**config.mk**
```make
export PLATFORM = sky130hd
export DESIGN_NAME = halt_aware_watchdog
export DESIGN_NICKNAME = d
export VERILOG_FILES = /design/src/design/wd_pkg.sv /design/src/design/halt_aware_watchdog.sv
export SDC_FILE = /design/constraint.sdc
export NUM_CORES = 1
export LEC_CHECK = 0
export ABC_AREA = 0
export BUFFER_PORTS_ARGS = -buffer_cell sky130_fd_sc_hd__buf_2
export CAP_MARGIN = 20
export CORE_MARGIN = 4
export CORE_UTILIZATION = 40
export CTS_BUF_LIST = sky130_fd_sc_hd__clkbuf_8
export DETAILED_ROUTE_END_ITERATION = 12
export HOLD_SLACK_MARGIN = 0.08
export PLACE_DENSITY = 0.59
export SYNTH_ARGS = -nofsm -noshare
export SYNTH_HDL_FRONTEND = slang
export SYNTH_SLANG_ARGS = --single-unit
export TNS_END_PERCENT = 30
```
**constraint.sdc**
```tcl
create_clock -name clk_in -period 2.8 [get_ports clk_in]
set_input_delay 0.28 -clock clk_in [delete_from_list [all_inputs] [get_ports clk_in]]
set_output_delay 0.28 -clock clk_in [all_outputs]
set_load 0.02 [all_outputs]
```
**src/design/wd_pkg.sv**
```systemverilog
package wd_pkg;
  localparam logic [7:0] CTRL_ADDR       = 8'h2a;
  localparam logic [7:0] CTRL_RESET      = 8'h7f;
  localparam int         ARM_BIT         = 7;
  localparam int         TOP_BIT         = 6;
  localparam logic [6:0] EXPIRE_COUNT    = 7'h40;
  localparam int         PRESCALE_CYCLES = 16384;
  localparam int         PRESCALE_W      = 14;
  localparam int         RST_PULSE_NS    = 30000;
  localparam int         CLK_PERIOD_NS   = 5;
  localparam int         RST_PULSE_CYC   =
    (RST_PULSE_NS + CLK_PERIOD_NS - 1) / CLK_PERIOD_NS;
  localparam int         PULSE_W         = 13;
  localparam int         START_SHORT     = 256;
  localparam int         START_LONG      = 4096;
  localparam int         START_W         = 13;
endpackage

```
**src/design/halt_aware_watchdog.sv**
```systemverilog
// Decided for this implementation: the plain strobed port.
`timescale 1ns/1ps
// Function
// - slow and wait modes do not affect counting or reset ability
// - halt with irq enable and halt option clear: one decrement, then stop
// - after such halt, an external interrupt resumes counting
// - after reset the watchdog is disarmed unless hardware option set
// - halt with irq enable clear and halt option set gives a reset
// - halt with irq enable set: active halt, counter frozen, no reset
// - leaving active halt by interrupt resumes counting at once
// - leaving active halt by reset resumes after 256 or 4096 clocks
// - hardware option: always active, arm bit has no effect
// - control register: bit 7 arm, bits 6:0 counter, read/write
// - only a write sets arm, only reset clears it
// - reset generation allowed only when armed or hardware option, except the halt option reset, which fires while disarmed
// - counter decrements every 16384 oscillator cycles
// - armed reset when counter bit 6 becomes zero
// - counter keeps decrementing while disarmed
// - watchdog reset holds the reset request for about 30 us
// - write arming with bit 6 clear gives immediate reset
module halt_aware_watchdog (
  input  wire logic       clk_in,
  input  wire logic       resetn_in,
  input  wire logic [7:0] addr_in,
  input  wire logic [7:0] wdata_in,
  input  wire logic       wr_in,
  input  wire logic       rd_in,
  output logic      [7:0] rdata_out,
  input  wire logic       halt_reset_option_in,
  input  wire logic       hw_watchdog_option_in,
  input  wire logic       timebase_irq_enable_in,
  input  wire logic       halt_req_in,
  input  wire logic       ext_wake_in,
  input  wire logic       timebase_wake_in,
  input  wire logic       startup_long_in,
  output logic            reset_req_out,
  output logic            halted_out
);
  // -------------------------------------------------------------------
  // mode state
  // -------------------------------------------------------------------
  typedef enum logic [1:0] {
    RUN_S    = 2'b00,
    HALT_S   = 2'b01,
    AHALT_S  = 2'b10,
    START_S  = 2'b11
  } mode_t;

  mode_t                   mode_reg;
  logic                    arm_reg;
  logic [6:0]              count_reg;
  logic [wd_pkg::PRESCALE_W-1:0] pre_reg;
  logic                    halt_dec_done_reg;
  logic [wd_pkg::PULSE_W-1:0]    pulse_reg;
  logic [wd_pkg::START_W-1:0]    start_reg;
  logic                    ahalt_reset_pend_reg;
  logic                    tick;
  logic                    ctrl_wr;
  logic                    active;
  logic                    counting;
  logic                    fire;

  function automatic logic hit(input logic [7:0] a);
    hit = (a == wd_pkg::CTRL_ADDR);
  endfunction

  assign ctrl_wr  = wr_in && hit(addr_in);
  assign active   = arm_reg || hw_watchdog_option_in;
  assign tick     = (pre_reg == wd_pkg::PRESCALE_W'(
                     wd_pkg::PRESCALE_CYCLES - 1));
  // slow and wait are not seen here: counting ignores them
  assign counting = (mode_reg == RUN_S) ||
                    (mode_reg == HALT_S && !halt_dec_done_reg);

  // -------------------------------------------------------------------
  // prescaler
  // -------------------------------------------------------------------
  // phase never reset by writes, so software cannot know it
  always_ff @(posedge clk_in or negedge resetn_in) begin
    if (!resetn_in) begin
      pre_reg <= '0;
    end else if (counting) begin
      pre_reg <= tick ? '0 : pre_reg + 1'b1;
    end
  end

  // -------------------------------------------------------------------
  // control register
  // -------------------------------------------------------------------
  always_ff @(posedge clk_in or negedge resetn_in) begin
    if (!resetn_in) begin
      arm_reg <= wd_pkg::CTRL_RESET[wd_pkg::ARM_BIT];
    end else if (ctrl_wr && wdata_in[wd_pkg::ARM_BIT]) begin
      arm_reg <= 1'b1;
    end
  end

  always_ff @(posedge clk_in or negedge resetn_in) begin
    if (!resetn_in) begin
      count_reg <= wd_pkg::CTRL_RESET[6:0];
    end else if (ctrl_wr) begin
      count_reg <= wdata_in[6:0];
    end else if (counting && tick) begin
      count_reg <= count_reg - 7'h01;
    end
  end

  always_ff @(posedge clk_in or negedge resetn_in) begin
    if (!resetn_in) begin
      rdata_out <= 8'h00;
    end else if (rd_in && hit(addr_in)) begin
      rdata_out <= {arm_reg, count_reg};
    end else begin
      rdata_out <= 8'h00;
    end
  end

  // -------------------------------------------------------------------
  // halt handling
  // -------------------------------------------------------------------
  always_ff @(posedge clk_in or negedge resetn_in) begin
    if (!resetn_in) begin
      mode_reg          <= RUN_S;
      halt_dec_done_reg <= 1'b0;
      start_reg         <= '0;
    end else begin
      case (mode_reg)
        RUN_S: begin
          halt_dec_done_reg <= 1'b0;
          if (halt_req_in && !fire && !pulse_reg_busy()) begin
            if (timebase_irq_enable_in) begin
              mode_reg <= AHALT_S;
            end else if (!halt_reset_option_in) begin
              mode_reg <= HALT_S;
            end
          end
        end
        HALT_S: begin
          if (counting && tick) begin
            halt_dec_done_reg <= 1'b1;
          end
          if (ext_wake_in) begin
            mode_reg <= RUN_S;
          end
        end
        AHALT_S: begin
          if (ext_wake_in || timebase_wake_in) begin
            mode_reg <= RUN_S;
          end else if (ahalt_reset_pend_reg) begin
            mode_reg  <= START_S;
            start_reg <= startup_long_in ?
              wd_pkg::START_W'(wd_pkg::START_LONG - 1) :
              wd_pkg::START_W'(wd_pkg::START_SHORT - 1);
          end
        end
        START_S: begin
          if (start_reg == '0) begin
            mode_reg <= RUN_S;
          end else begin
            start_reg <= start_reg - 1'b1;
          end
        end
        default: mode_reg <= RUN_S;
      endcase
    end
  end

  function automatic logic pulse_reg_busy();
    pulse_reg_busy = (pulse_reg != '0);
  endfunction

  // a reset met in active halt is our own request seen in that mode;
  // it leads through the startup delay state before counting resumes
  // limitation: resets from other sources are not visible to this block
  always_ff @(posedge clk_in or negedge resetn_in) begin
    if (!resetn_in) begin
      ahalt_reset_pend_reg <= 1'b0;
    end else begin
      ahalt_reset_pend_reg <= (mode_reg == AHALT_S) && reset_req_out;
    end
  end

  // -------------------------------------------------------------------
  // reset generation
  // -------------------------------------------------------------------
  always_comb begin
    fire = 1'b0;
    if (ctrl_wr && (wdata_in[wd_pkg::ARM_BIT] || active) &&
        !wdata_in[wd_pkg::TOP_BIT]) begin
      fire = 1'b1;
    end else if (active && counting && tick && !ctrl_wr &&
                 count_reg == wd_pkg::EXPIRE_COUNT) begin
      fire = 1'b1;
    end else if (mode_reg == RUN_S && halt_req_in &&
                 !timebase_irq_enable_in && halt_reset_option_in) begin
      fire = 1'b1;
    end
  end

  always_ff @(posedge clk_in or negedge resetn_in) begin
    if (!resetn_in) begin
      pulse_reg     <= '0;
      reset_req_out <= 1'b0;
    end else if (fire && pulse_reg == '0) begin
      pulse_reg     <= wd_pkg::PULSE_W'(wd_pkg::RST_PULSE_CYC - 1);
      reset_req_out <= 1'b1;
    end else if (pulse_reg != '0) begin
      pulse_reg     <= pulse_reg - 1'b1;
      reset_req_out <= 1'b1;
    end else begin
      reset_req_out <= 1'b0;
    end
  end

  always_ff @(posedge clk_in or negedge resetn_in) begin
    if (!resetn_in) begin
      halted_out <= 1'b0;
    end else begin
      halted_out <= (mode_reg == HALT_S) || (mode_reg == AHALT_S);
    end
  end

  // -------------------------------------------------------------------
  // checks
  // -------------------------------------------------------------------
  // startup delay is too long for a repetition, so a counter measures it
  logic [wd_pkg::START_W-1:0] start_seen_reg;

  always_ff @(posedge clk_in or negedge resetn_in) begin
    if (!resetn_in) begin
      start_seen_reg <= '0;
    end else if (mode_reg == START_S) begin
      start_seen_reg <= start_seen_reg + 1'b1;
    end else begin
      start_seen_reg <= '0;
    end
  end

  arm_sticky_a: assert property (
    @(posedge clk_in) disable iff (!resetn_in)
    $past(arm_reg) |-> arm_reg)
    else $error("arm cleared");
  arm_set_a: assert property (
    @(posedge clk_in) disable iff (!resetn_in)
    ctrl_wr && wdata_in[wd_pkg::ARM_BIT] |=> arm_reg)
    else $error("arm not set");
  ahalt_freeze_a: assert property (
    @(posedge clk_in) disable iff (!resetn_in)
    mode_reg == AHALT_S && !ctrl_wr |=> $stable(count_reg))
    else $error("count moved in active halt");
  sw_reset_a: assert property (
    @(posedge clk_in) disable iff (!resetn_in)
    ctrl_wr && wdata_in[wd_pkg::ARM_BIT] && !wdata_in[wd_pkg::TOP_BIT] &&
    !reset_req_out |=> reset_req_out)
    else $error("no software reset");
  halt_opt_rst_a: assert property (
    @(posedge clk_in) disable iff (!resetn_in)
    mode_reg == RUN_S && halt_req_in && !timebase_irq_enable_in &&
    halt_reset_option_in
    |=> reset_req_out && mode_reg == RUN_S)
    else $error("halt option reset missing");
  pulse_len_a: assert property (
    @(posedge clk_in) disable iff (!resetn_in)
    $rose(reset_req_out) |-> reset_req_out [*8])
    else $error("reset pulse too short");
  disarm_quiet_a: assert property (
    @(posedge clk_in) disable iff (!resetn_in)
    !active && !ctrl_wr && !halt_req_in && pulse_reg == '0
    |=> !reset_req_out)
    else $error("reset while disarmed");
  expire_a: assert property (
    @(posedge clk_in) disable iff (!resetn_in)
    active && counting && tick && !ctrl_wr &&
    count_reg == wd_pkg::EXPIRE_COUNT && pulse_reg == '0
    |=> reset_req_out && count_reg == wd_pkg::EXPIRE_COUNT - 7'h01)
    else $error("expiry reset missing");
  halt_once_a: assert property (
    @(posedge clk_in) disable iff (!resetn_in)
    mode_reg == HALT_S && halt_dec_done_reg && !ctrl_wr |=> $stable(count_reg))
    else $error("count after halt step");
  wake_a: assert property (
    @(posedge clk_in) disable iff (!resetn_in)
    mode_reg == AHALT_S && ext_wake_in |=> mode_reg == RUN_S)
    else $error("no wake from active halt");
  halt_wake_a: assert property (
    @(posedge clk_in) disable iff (!resetn_in)
    mode_reg == HALT_S && ext_wake_in |=> mode_reg == RUN_S)
    else $error("no wake from halt");
  halt_enter_a: assert property (
    @(posedge clk_in) disable iff (!resetn_in)
    mode_reg == RUN_S && halt_req_in && !fire && pulse_reg == '0 &&
    !timebase_irq_enable_in && !halt_reset_option_in
    |=> mode_reg == HALT_S)
    else $error("halt not entered");
  ahalt_enter_a: assert property (
    @(posedge clk_in) disable iff (!resetn_in)
    mode_reg == RUN_S && halt_req_in && !fire && pulse_reg == '0 &&
    timebase_irq_enable_in
    |=> mode_reg == AHALT_S && !reset_req_out)
    else $error("active halt not entered");
  start_len_a: assert property (
    @(posedge clk_in) disable iff (!resetn_in)
    mode_reg == START_S && start_reg == '0
    |-> start_seen_reg == (startup_long_in ?
        wd_pkg::START_W'(wd_pkg::START_LONG - 1) :
        wd_pkg::START_W'(wd_pkg::START_SHORT - 1)))
    else $error("startup delay length wrong");
  start_freeze_a: assert property (
    @(posedge clk_in) disable iff (!resetn_in)
    mode_reg == START_S && !ctrl_wr |=> $stable(count_reg))
    else $error("count moved during startup");
  ctrl_read_a: assert property (
    @(posedge clk_in) disable iff (!resetn_in)
    rd_in && hit(addr_in) |=> rdata_out == $past({arm_reg, count_reg}))
    else $error("read data wrong");
  rdata_idle_a: assert property (
    @(posedge clk_in) disable iff (!resetn_in)
    !(rd_in && hit(addr_in)) |=> rdata_out == 8'h00)
    else $error("read data not idle");
  count_load_a: assert property (
    @(posedge clk_in) disable iff (!resetn_in)
    ctrl_wr |=> count_reg == $past(wdata_in[6:0]))
    else $error("count not loaded");
  free_run_a: assert property (
    @(posedge clk_in) disable iff (!resetn_in)
    mode_reg == RUN_S && tick && !ctrl_wr
    |=> count_reg == $past(count_reg) - 7'h01)
    else $error("count did not step");
  pre_hold_a: assert property (
    @(posedge clk_in) disable iff (!resetn_in)
    !counting |=> $stable(pre_reg))
    else $error("prescaler ran while stopped");
  hw_expire_a: assert property (
    @(posedge clk_in) disable iff (!resetn_in)
    hw_watchdog_option_in && counting && tick && !ctrl_wr &&
    count_reg == wd_pkg::EXPIRE_COUNT && pulse_reg == '0
    |=> reset_req_out)
    else $error("hardware option expiry missing");
  req_pulse_a: assert property (
    @(posedge clk_in) disable iff (!resetn_in)
    fire && !reset_req_out |=> reset_req_out)
    else $error("reset request not raised");
  halted_flag_a: assert property (
    @(posedge clk_in) disable iff (!resetn_in)
    mode_reg == HALT_S || mode_reg == AHALT_S |=> halted_out)
    else $error("halted flag missing");
endmodule // halt_aware_watchdog

```
[After elaboration in Yosys (flattened, before gate mapping)]
Cells that the tools add are included.
Cells by class
  add/subtract/negate cells: 4
  equality and inequality tests: 15
  multiplexer cells: 26
  reductions and logical operators: 40
Operators with widths (number)
  $mux W13: 5
  $logic_not A13 Y1: 2
  $pmux W13 S2: 1
  $sub A13 B1 Y13 const B: 2
  $logic_and A1 B1 Y1: 18
  $add A14 B1 Y14 const B: 1
  $eq A14 B14 Y1 const B: 1
  $mux W14: 1
  $mux W2: 7
  $mux W7: 2
  $reduce_bool A13 Y1: 1
  $mux W12: 1
  $ne A2 B2 Y1 const B: 6
  $eq A8 B6 Y1 const B: 1
  $mux W8: 1
  $pmux W2 S4: 1
  $reduce_bool A2 Y1: 4
  $eq A7 B7 Y1 const B: 1
  $sub A7 B1 Y7 const B: 1
  $logic_not A1 Y1: 6
  $mux W1: 6
  $ne A3 B3 Y1 const B: 2
  $logic_or A1 B1 Y1: 5
  $reduce_and A5 Y1: 1
  other kinds (7): 8
Storage, ports and cells
  bits in registers: 62
  input bits: 27
  word-level logic and storage cells: 96

[Longest topological paths before layout]
  depth in word-level cells: 14
  depth in mapped cells: 8
  depth with buffers taken out: 7

[Worst setup path after synthesis]
No wires, ideal clock.
  kind: register to register
  start point: register mode_reg[0]
  end point: register mode_reg[1]
  setup time: 0.131 ns
  arrival time: 2.121 ns
  data required time: 2.669 ns
  slack: 0.547 ns
  cell stages (with the launch flop): 8
  clock period less this slack: 2.253 ns
  cell sequence: dfrtp_1 -> inv_1 -> ha_1 -> inv_1 -> a21o_1 -> or4_4 -> and4b_1 -> or3_1
On the way
  word-level cells in the longest chain between the ends: 14
  elaborated cells between the ends (all ways): 26
  those cells by class: 8 x eq/ne; 4 x mux; 14 x reduce/logical
RTL lines
  from (decl): line halt_aware_watchdog.sv:49  | mode_t mode_reg;
  from (signal assigned): line halt_aware_watchdog.sv:123  | mode_reg <= RUN_S;
  from (signal assigned): line halt_aware_watchdog.sv:132  | mode_reg <= AHALT_S;
  from (signal assigned): line halt_aware_watchdog.sv:134  | mode_reg <= HALT_S;
  $eq A2 B1 Y1: line halt_aware_watchdog.sv:73, halt_aware_watchdog.sv:127
  $logic_and A1 B1 Y1: line halt_aware_watchdog.sv:73  | (mode_reg == HALT_S && !halt_dec_done_reg);
  $logic_or A1 B1 Y1: line halt_aware_watchdog.sv:72  | assign counting = (mode_reg == RUN_S) ||
  $logic_and A1 B1 Y1 (4 in series): line halt_aware_watchdog.sv:191  | end else if (active && counting && tick && !ctrl_wr &&
  $mux W1: line halt_aware_watchdog.sv:191
  $mux W1: line halt_aware_watchdog.sv:188  | if (ctrl_wr && (wdata_in[wd_pkg::ARM_BIT] || active) &&
  $logic_not A1 Y1: line halt_aware_watchdog.sv:130  | if (halt_req_in && !fire && !pulse_reg_busy()) begin
  $logic_and A1 B1 Y1 (2 in series): line halt_aware_watchdog.sv:130
  $ne A2 B1 Y1 (no source line)
  $reduce_and A5 Y1 (no source line)
Several ways; a longest one is shown, not always the timed one.
A chain may end at the register's enable or synchronous reset.

[Worst setup path after layout]
Same ends and word-level chain as after synthesis.

==> impl_results.md <==
* Run status: complete, no violations
* Critical Path RT at ~3.0 ns
* Final Setup Violations at 0
* Average vias per placed instance at 5.32
* Initial DRC Count at approximately 120
* Die ar. at ~0.0096 sq mm
* Register area share after synthesis at 48.4%
* H-tree depth at 3
* Crit end category: flip-flop
* Pwr dens at between 700 and 800 mW/mm^2
* Endpoints failing hold at 0
* CTS tree: yes
* Vias in the first global route at about 2500
* # diodes at 0
* Slowest library cell on the worst path: or4_4
* Placeable Area at slightly below 0.008 sq mm
* Die W at around 98 um
* Pin count of the biggest net entering global routing at 33
* F_max at slightly above 400 MHz
* Ys async rst share at between 90% and 100%
* Part of the cycle the worst path needs at ~88%
* Netlist cell types at 54
* Height of the die at around 98 um
* CP Max Fanout at 7
* Syn Area/Cell at approximately 10 sq um
* Synthesized area at ~0.0032 sq mm
* Setup TNS at 0 ns
* Vias at roughly 2600
* Max reg flops at 14
* Kind of critical path: flip-flop to flip-flop
* DRC viols at 0
* Worst stage delay on the critical path at 0.59 ns
* Leakage at 0.00174 uW
* Main flop type after synthesis: dfrtp_1
* Slew @ Worst Pin at about 0.73 ns
* TritonCTS Buffers at 9
* Post-DR wirelength/cell at around 14 um
* Critical path's most frequent cell: inv_1
* Max rail drop VDD at 284 uV
* Buffers on Ports at 36
* Nets at 410
* Initial Util at between 40% and 50%
* Final antenna-violating net count at 0
* Max-cap violations at 0
* Crit path arrival time at between 2 and 3 ns
* EDFF count, synth at 0
* CTS Buffer Depth at 2
* Max-slew violations at 0
* Tot GR Track Use at ~15%
* Antenna violations before repair at 0
* Gate Count Post-Synth at 324
* Synth Net Count at 360
* Layout area overhead at 18.9%
* Total Wirelength at 6780 um
* Critical-path cell list: inv_1 > ha_1 > inv_1 > a21o_1 > or4_4 > and4b_1 > or3_1
* HPWL Detailed at between 4000 and 5000 um
* YS warnings at 0
* # rows at 32
* Startpoint types: flip-flop
* PostCTS Resize Cnt at 0
* Reg clk slew, reported paths at around 0.080 ns
* Post-route minimum period at approximately 2.5 ns
* Final setup skew at roughly 0.013 ns
* First-pass GRT wire length at about 12000 um
* CTS Sinks at 62
* Slew headroom at 51.1%
* Total grt overflow at 0
* Worst-Skew Late Latency at 0.35 ns
* Root Driver: clkbuf_8
* Top Ports at 37
* #FFs+latches synth at 62
* Layout cells sized above 1 at about a fifth
* Hold WS at 0.140 ns
* First drt pass iteration count at 4
* RSZ-0062 raised after global routing: no
* Gpl congestion at 0.861
* Worst Hold Class: input port to flip-flop
-- cells in the final DEF, fill, tap and decap left out, drive strengths merged, types with 3 or more instances in the layout --
master  count
dfstp       7
buf        41
a221o       5
nand4      11
xnor2      11
ha          9
xor2       14
and3        8
inv        12
nand2b      5
nor3        9
nor2       26
nor4b       3
mux2i       4
nand2      28
and2       12
a21oi      16
nor4        8
and4        3
clkbuf     15
or3         6
nand3      19
a21o        3
o21ai      15
dfrtp      55
-- path summary, 6_finish.rpt --
kind                       slack [ns]  cells past startpoint          start              endpoint
setup / recovery                 0.32                      7    mode_reg[0]           mode_reg[1]
hold / removal                   0.14                      3    wdata_in[5]          count_reg[5]
setup reg to reg                 0.32                      7    mode_reg[0]           mode_reg[1]
hold reg to reg                  0.49                      1  reset_req_out  ahalt_reset_pend_reg
max in group asynchronous        1.57                      3      resetn_in          count_reg[6]
min in group asynchronous        0.53                      2      resetn_in          rdata_out[5]
-- area by class of cell --
| type | instances | area (sq um) |
|---|---|---|
| Clock buffer | 14 | 193 |
| Clock inverter | 2 | 60.1 |
| Inverter | 12 | 45.0 |
| Timing Repair Buffer | 43 | 245 |
| Sequential cell | 62 | 1560 |
| Fill cell | 741 | 3930 |
| Multi-Input combinational cell | 246 | 1610 |
| Tap cell | 102 | 128 |
-- worst max-delay path: cells and delay by family (launching register included) --
family                     cells  cell delay, ns
buffers and inverters          2            0.28
and+or+nand+nor                3            1.17
adders and majority gates      1            0.27
DFF                            1            0.40
AOI/OAI and AO/OA              1            0.24
-- metal layers --
layer / track usage (%) / share of wire [%] / vias to the layer above
li1: - / - / 1274
met5: 0 / 0 / -
met4: 4.69 / 1.5 / 0
met3: 4.93 / 4.0 / 9
met1: 19.8 / 49 / 1244
met2: 23.0 / 46 / 34
-- kinds of logic after synthesis --
logic type / count (synthesis) / share of synthesized area (%)
xor gates and xnor gates: 25 / 6.79
adders and majority gates: 9 / 3.49
muxes: 6 / 1.94
DFF: 62 / 48.4
AOI/OAI and AO/OA: 57 / 11.8
buffers and inverters: 16 / 1.86
and+or+nand+nor: 149 / 25.8
-- synth_stat cells (2+ instances only) --
| cell type | instances | share of area, % |
|---|---|---|
| a21oi_1 | 16 | 2.5 |
| o21ai_0 | 15 | 2.3 |
| nand3_1 | 19 | 2.9 |
| nand2_1 | 28 | 3.3 |
| a21o_1 | 3 | 0.70 |
| nor2b_1 | 2 | 0.39 |
| nor2_1 | 26 | 3.0 |
| nor4b_1 | 2 | 0.54 |
| a221o_1 | 5 | 1.6 |
| or3_1 | 6 | 1.2 |
| dfrtp_1 | 55 | 43 |
| and2_1 | 12 | 2.3 |
| mux2i_1 | 4 | 1.2 |
| nor3_1 | 9 | 1.4 |
| nand2b_1 | 5 | 0.97 |
| xor2_1 | 14 | 3.8 |
| mux2_2 | 2 | 0.70 |
| nor4_1 | 7 | 1.4 |
| a211oi_1 | 2 | 0.47 |
| clkbuf_1 | 4 | 0.47 |
| xnor2_1 | 11 | 3.0 |
| ha_1 | 9 | 3.5 |
| and4_1 | 2 | 0.54 |
| o31ai_1 | 2 | 0.47 |
| dfstp_2 | 7 | 5.7 |
| and3_1 | 8 | 1.6 |
| a2bb2oi_1 | 2 | 0.54 |
| nand4_1 | 10 | 1.9 |
| inv_1 | 12 | 1.4 |
-- power by group --
part | total [uW] | internal (uW) | switching [uW]
Clock | 977 | 623 | 353
Sequential | 1230 | 1050 | 180
Combinational | 630 | 287 | 342
-- metrics by stage --
step / instance area, sq um / std cells / power (uW) / setup slack [ns] / util (%)
after floorplan: 3230 / 324 / 1680 / 0.547 / -
after global placement: 3570 / 463 / 1850 / 0.426 / 45.9
after detailed placement: 3570 / 463 / 1870 / 0.344 / 45.9
after CTS: 3830 / 480 / 2860 / 0.327 / 49.3
after global routing: 3840 / 481 / 3010 / 0.202 / 49.4
final: 3840 / 481 / 2830 / 0.324 / 49.4
-- timing repair --
item	4_1_cts	5_1_grt
setup buffers	0	0
hold endpoints to repair	24	0
hold buffers	1	0
No activity file was read; power rests on OpenSTA's default activity.
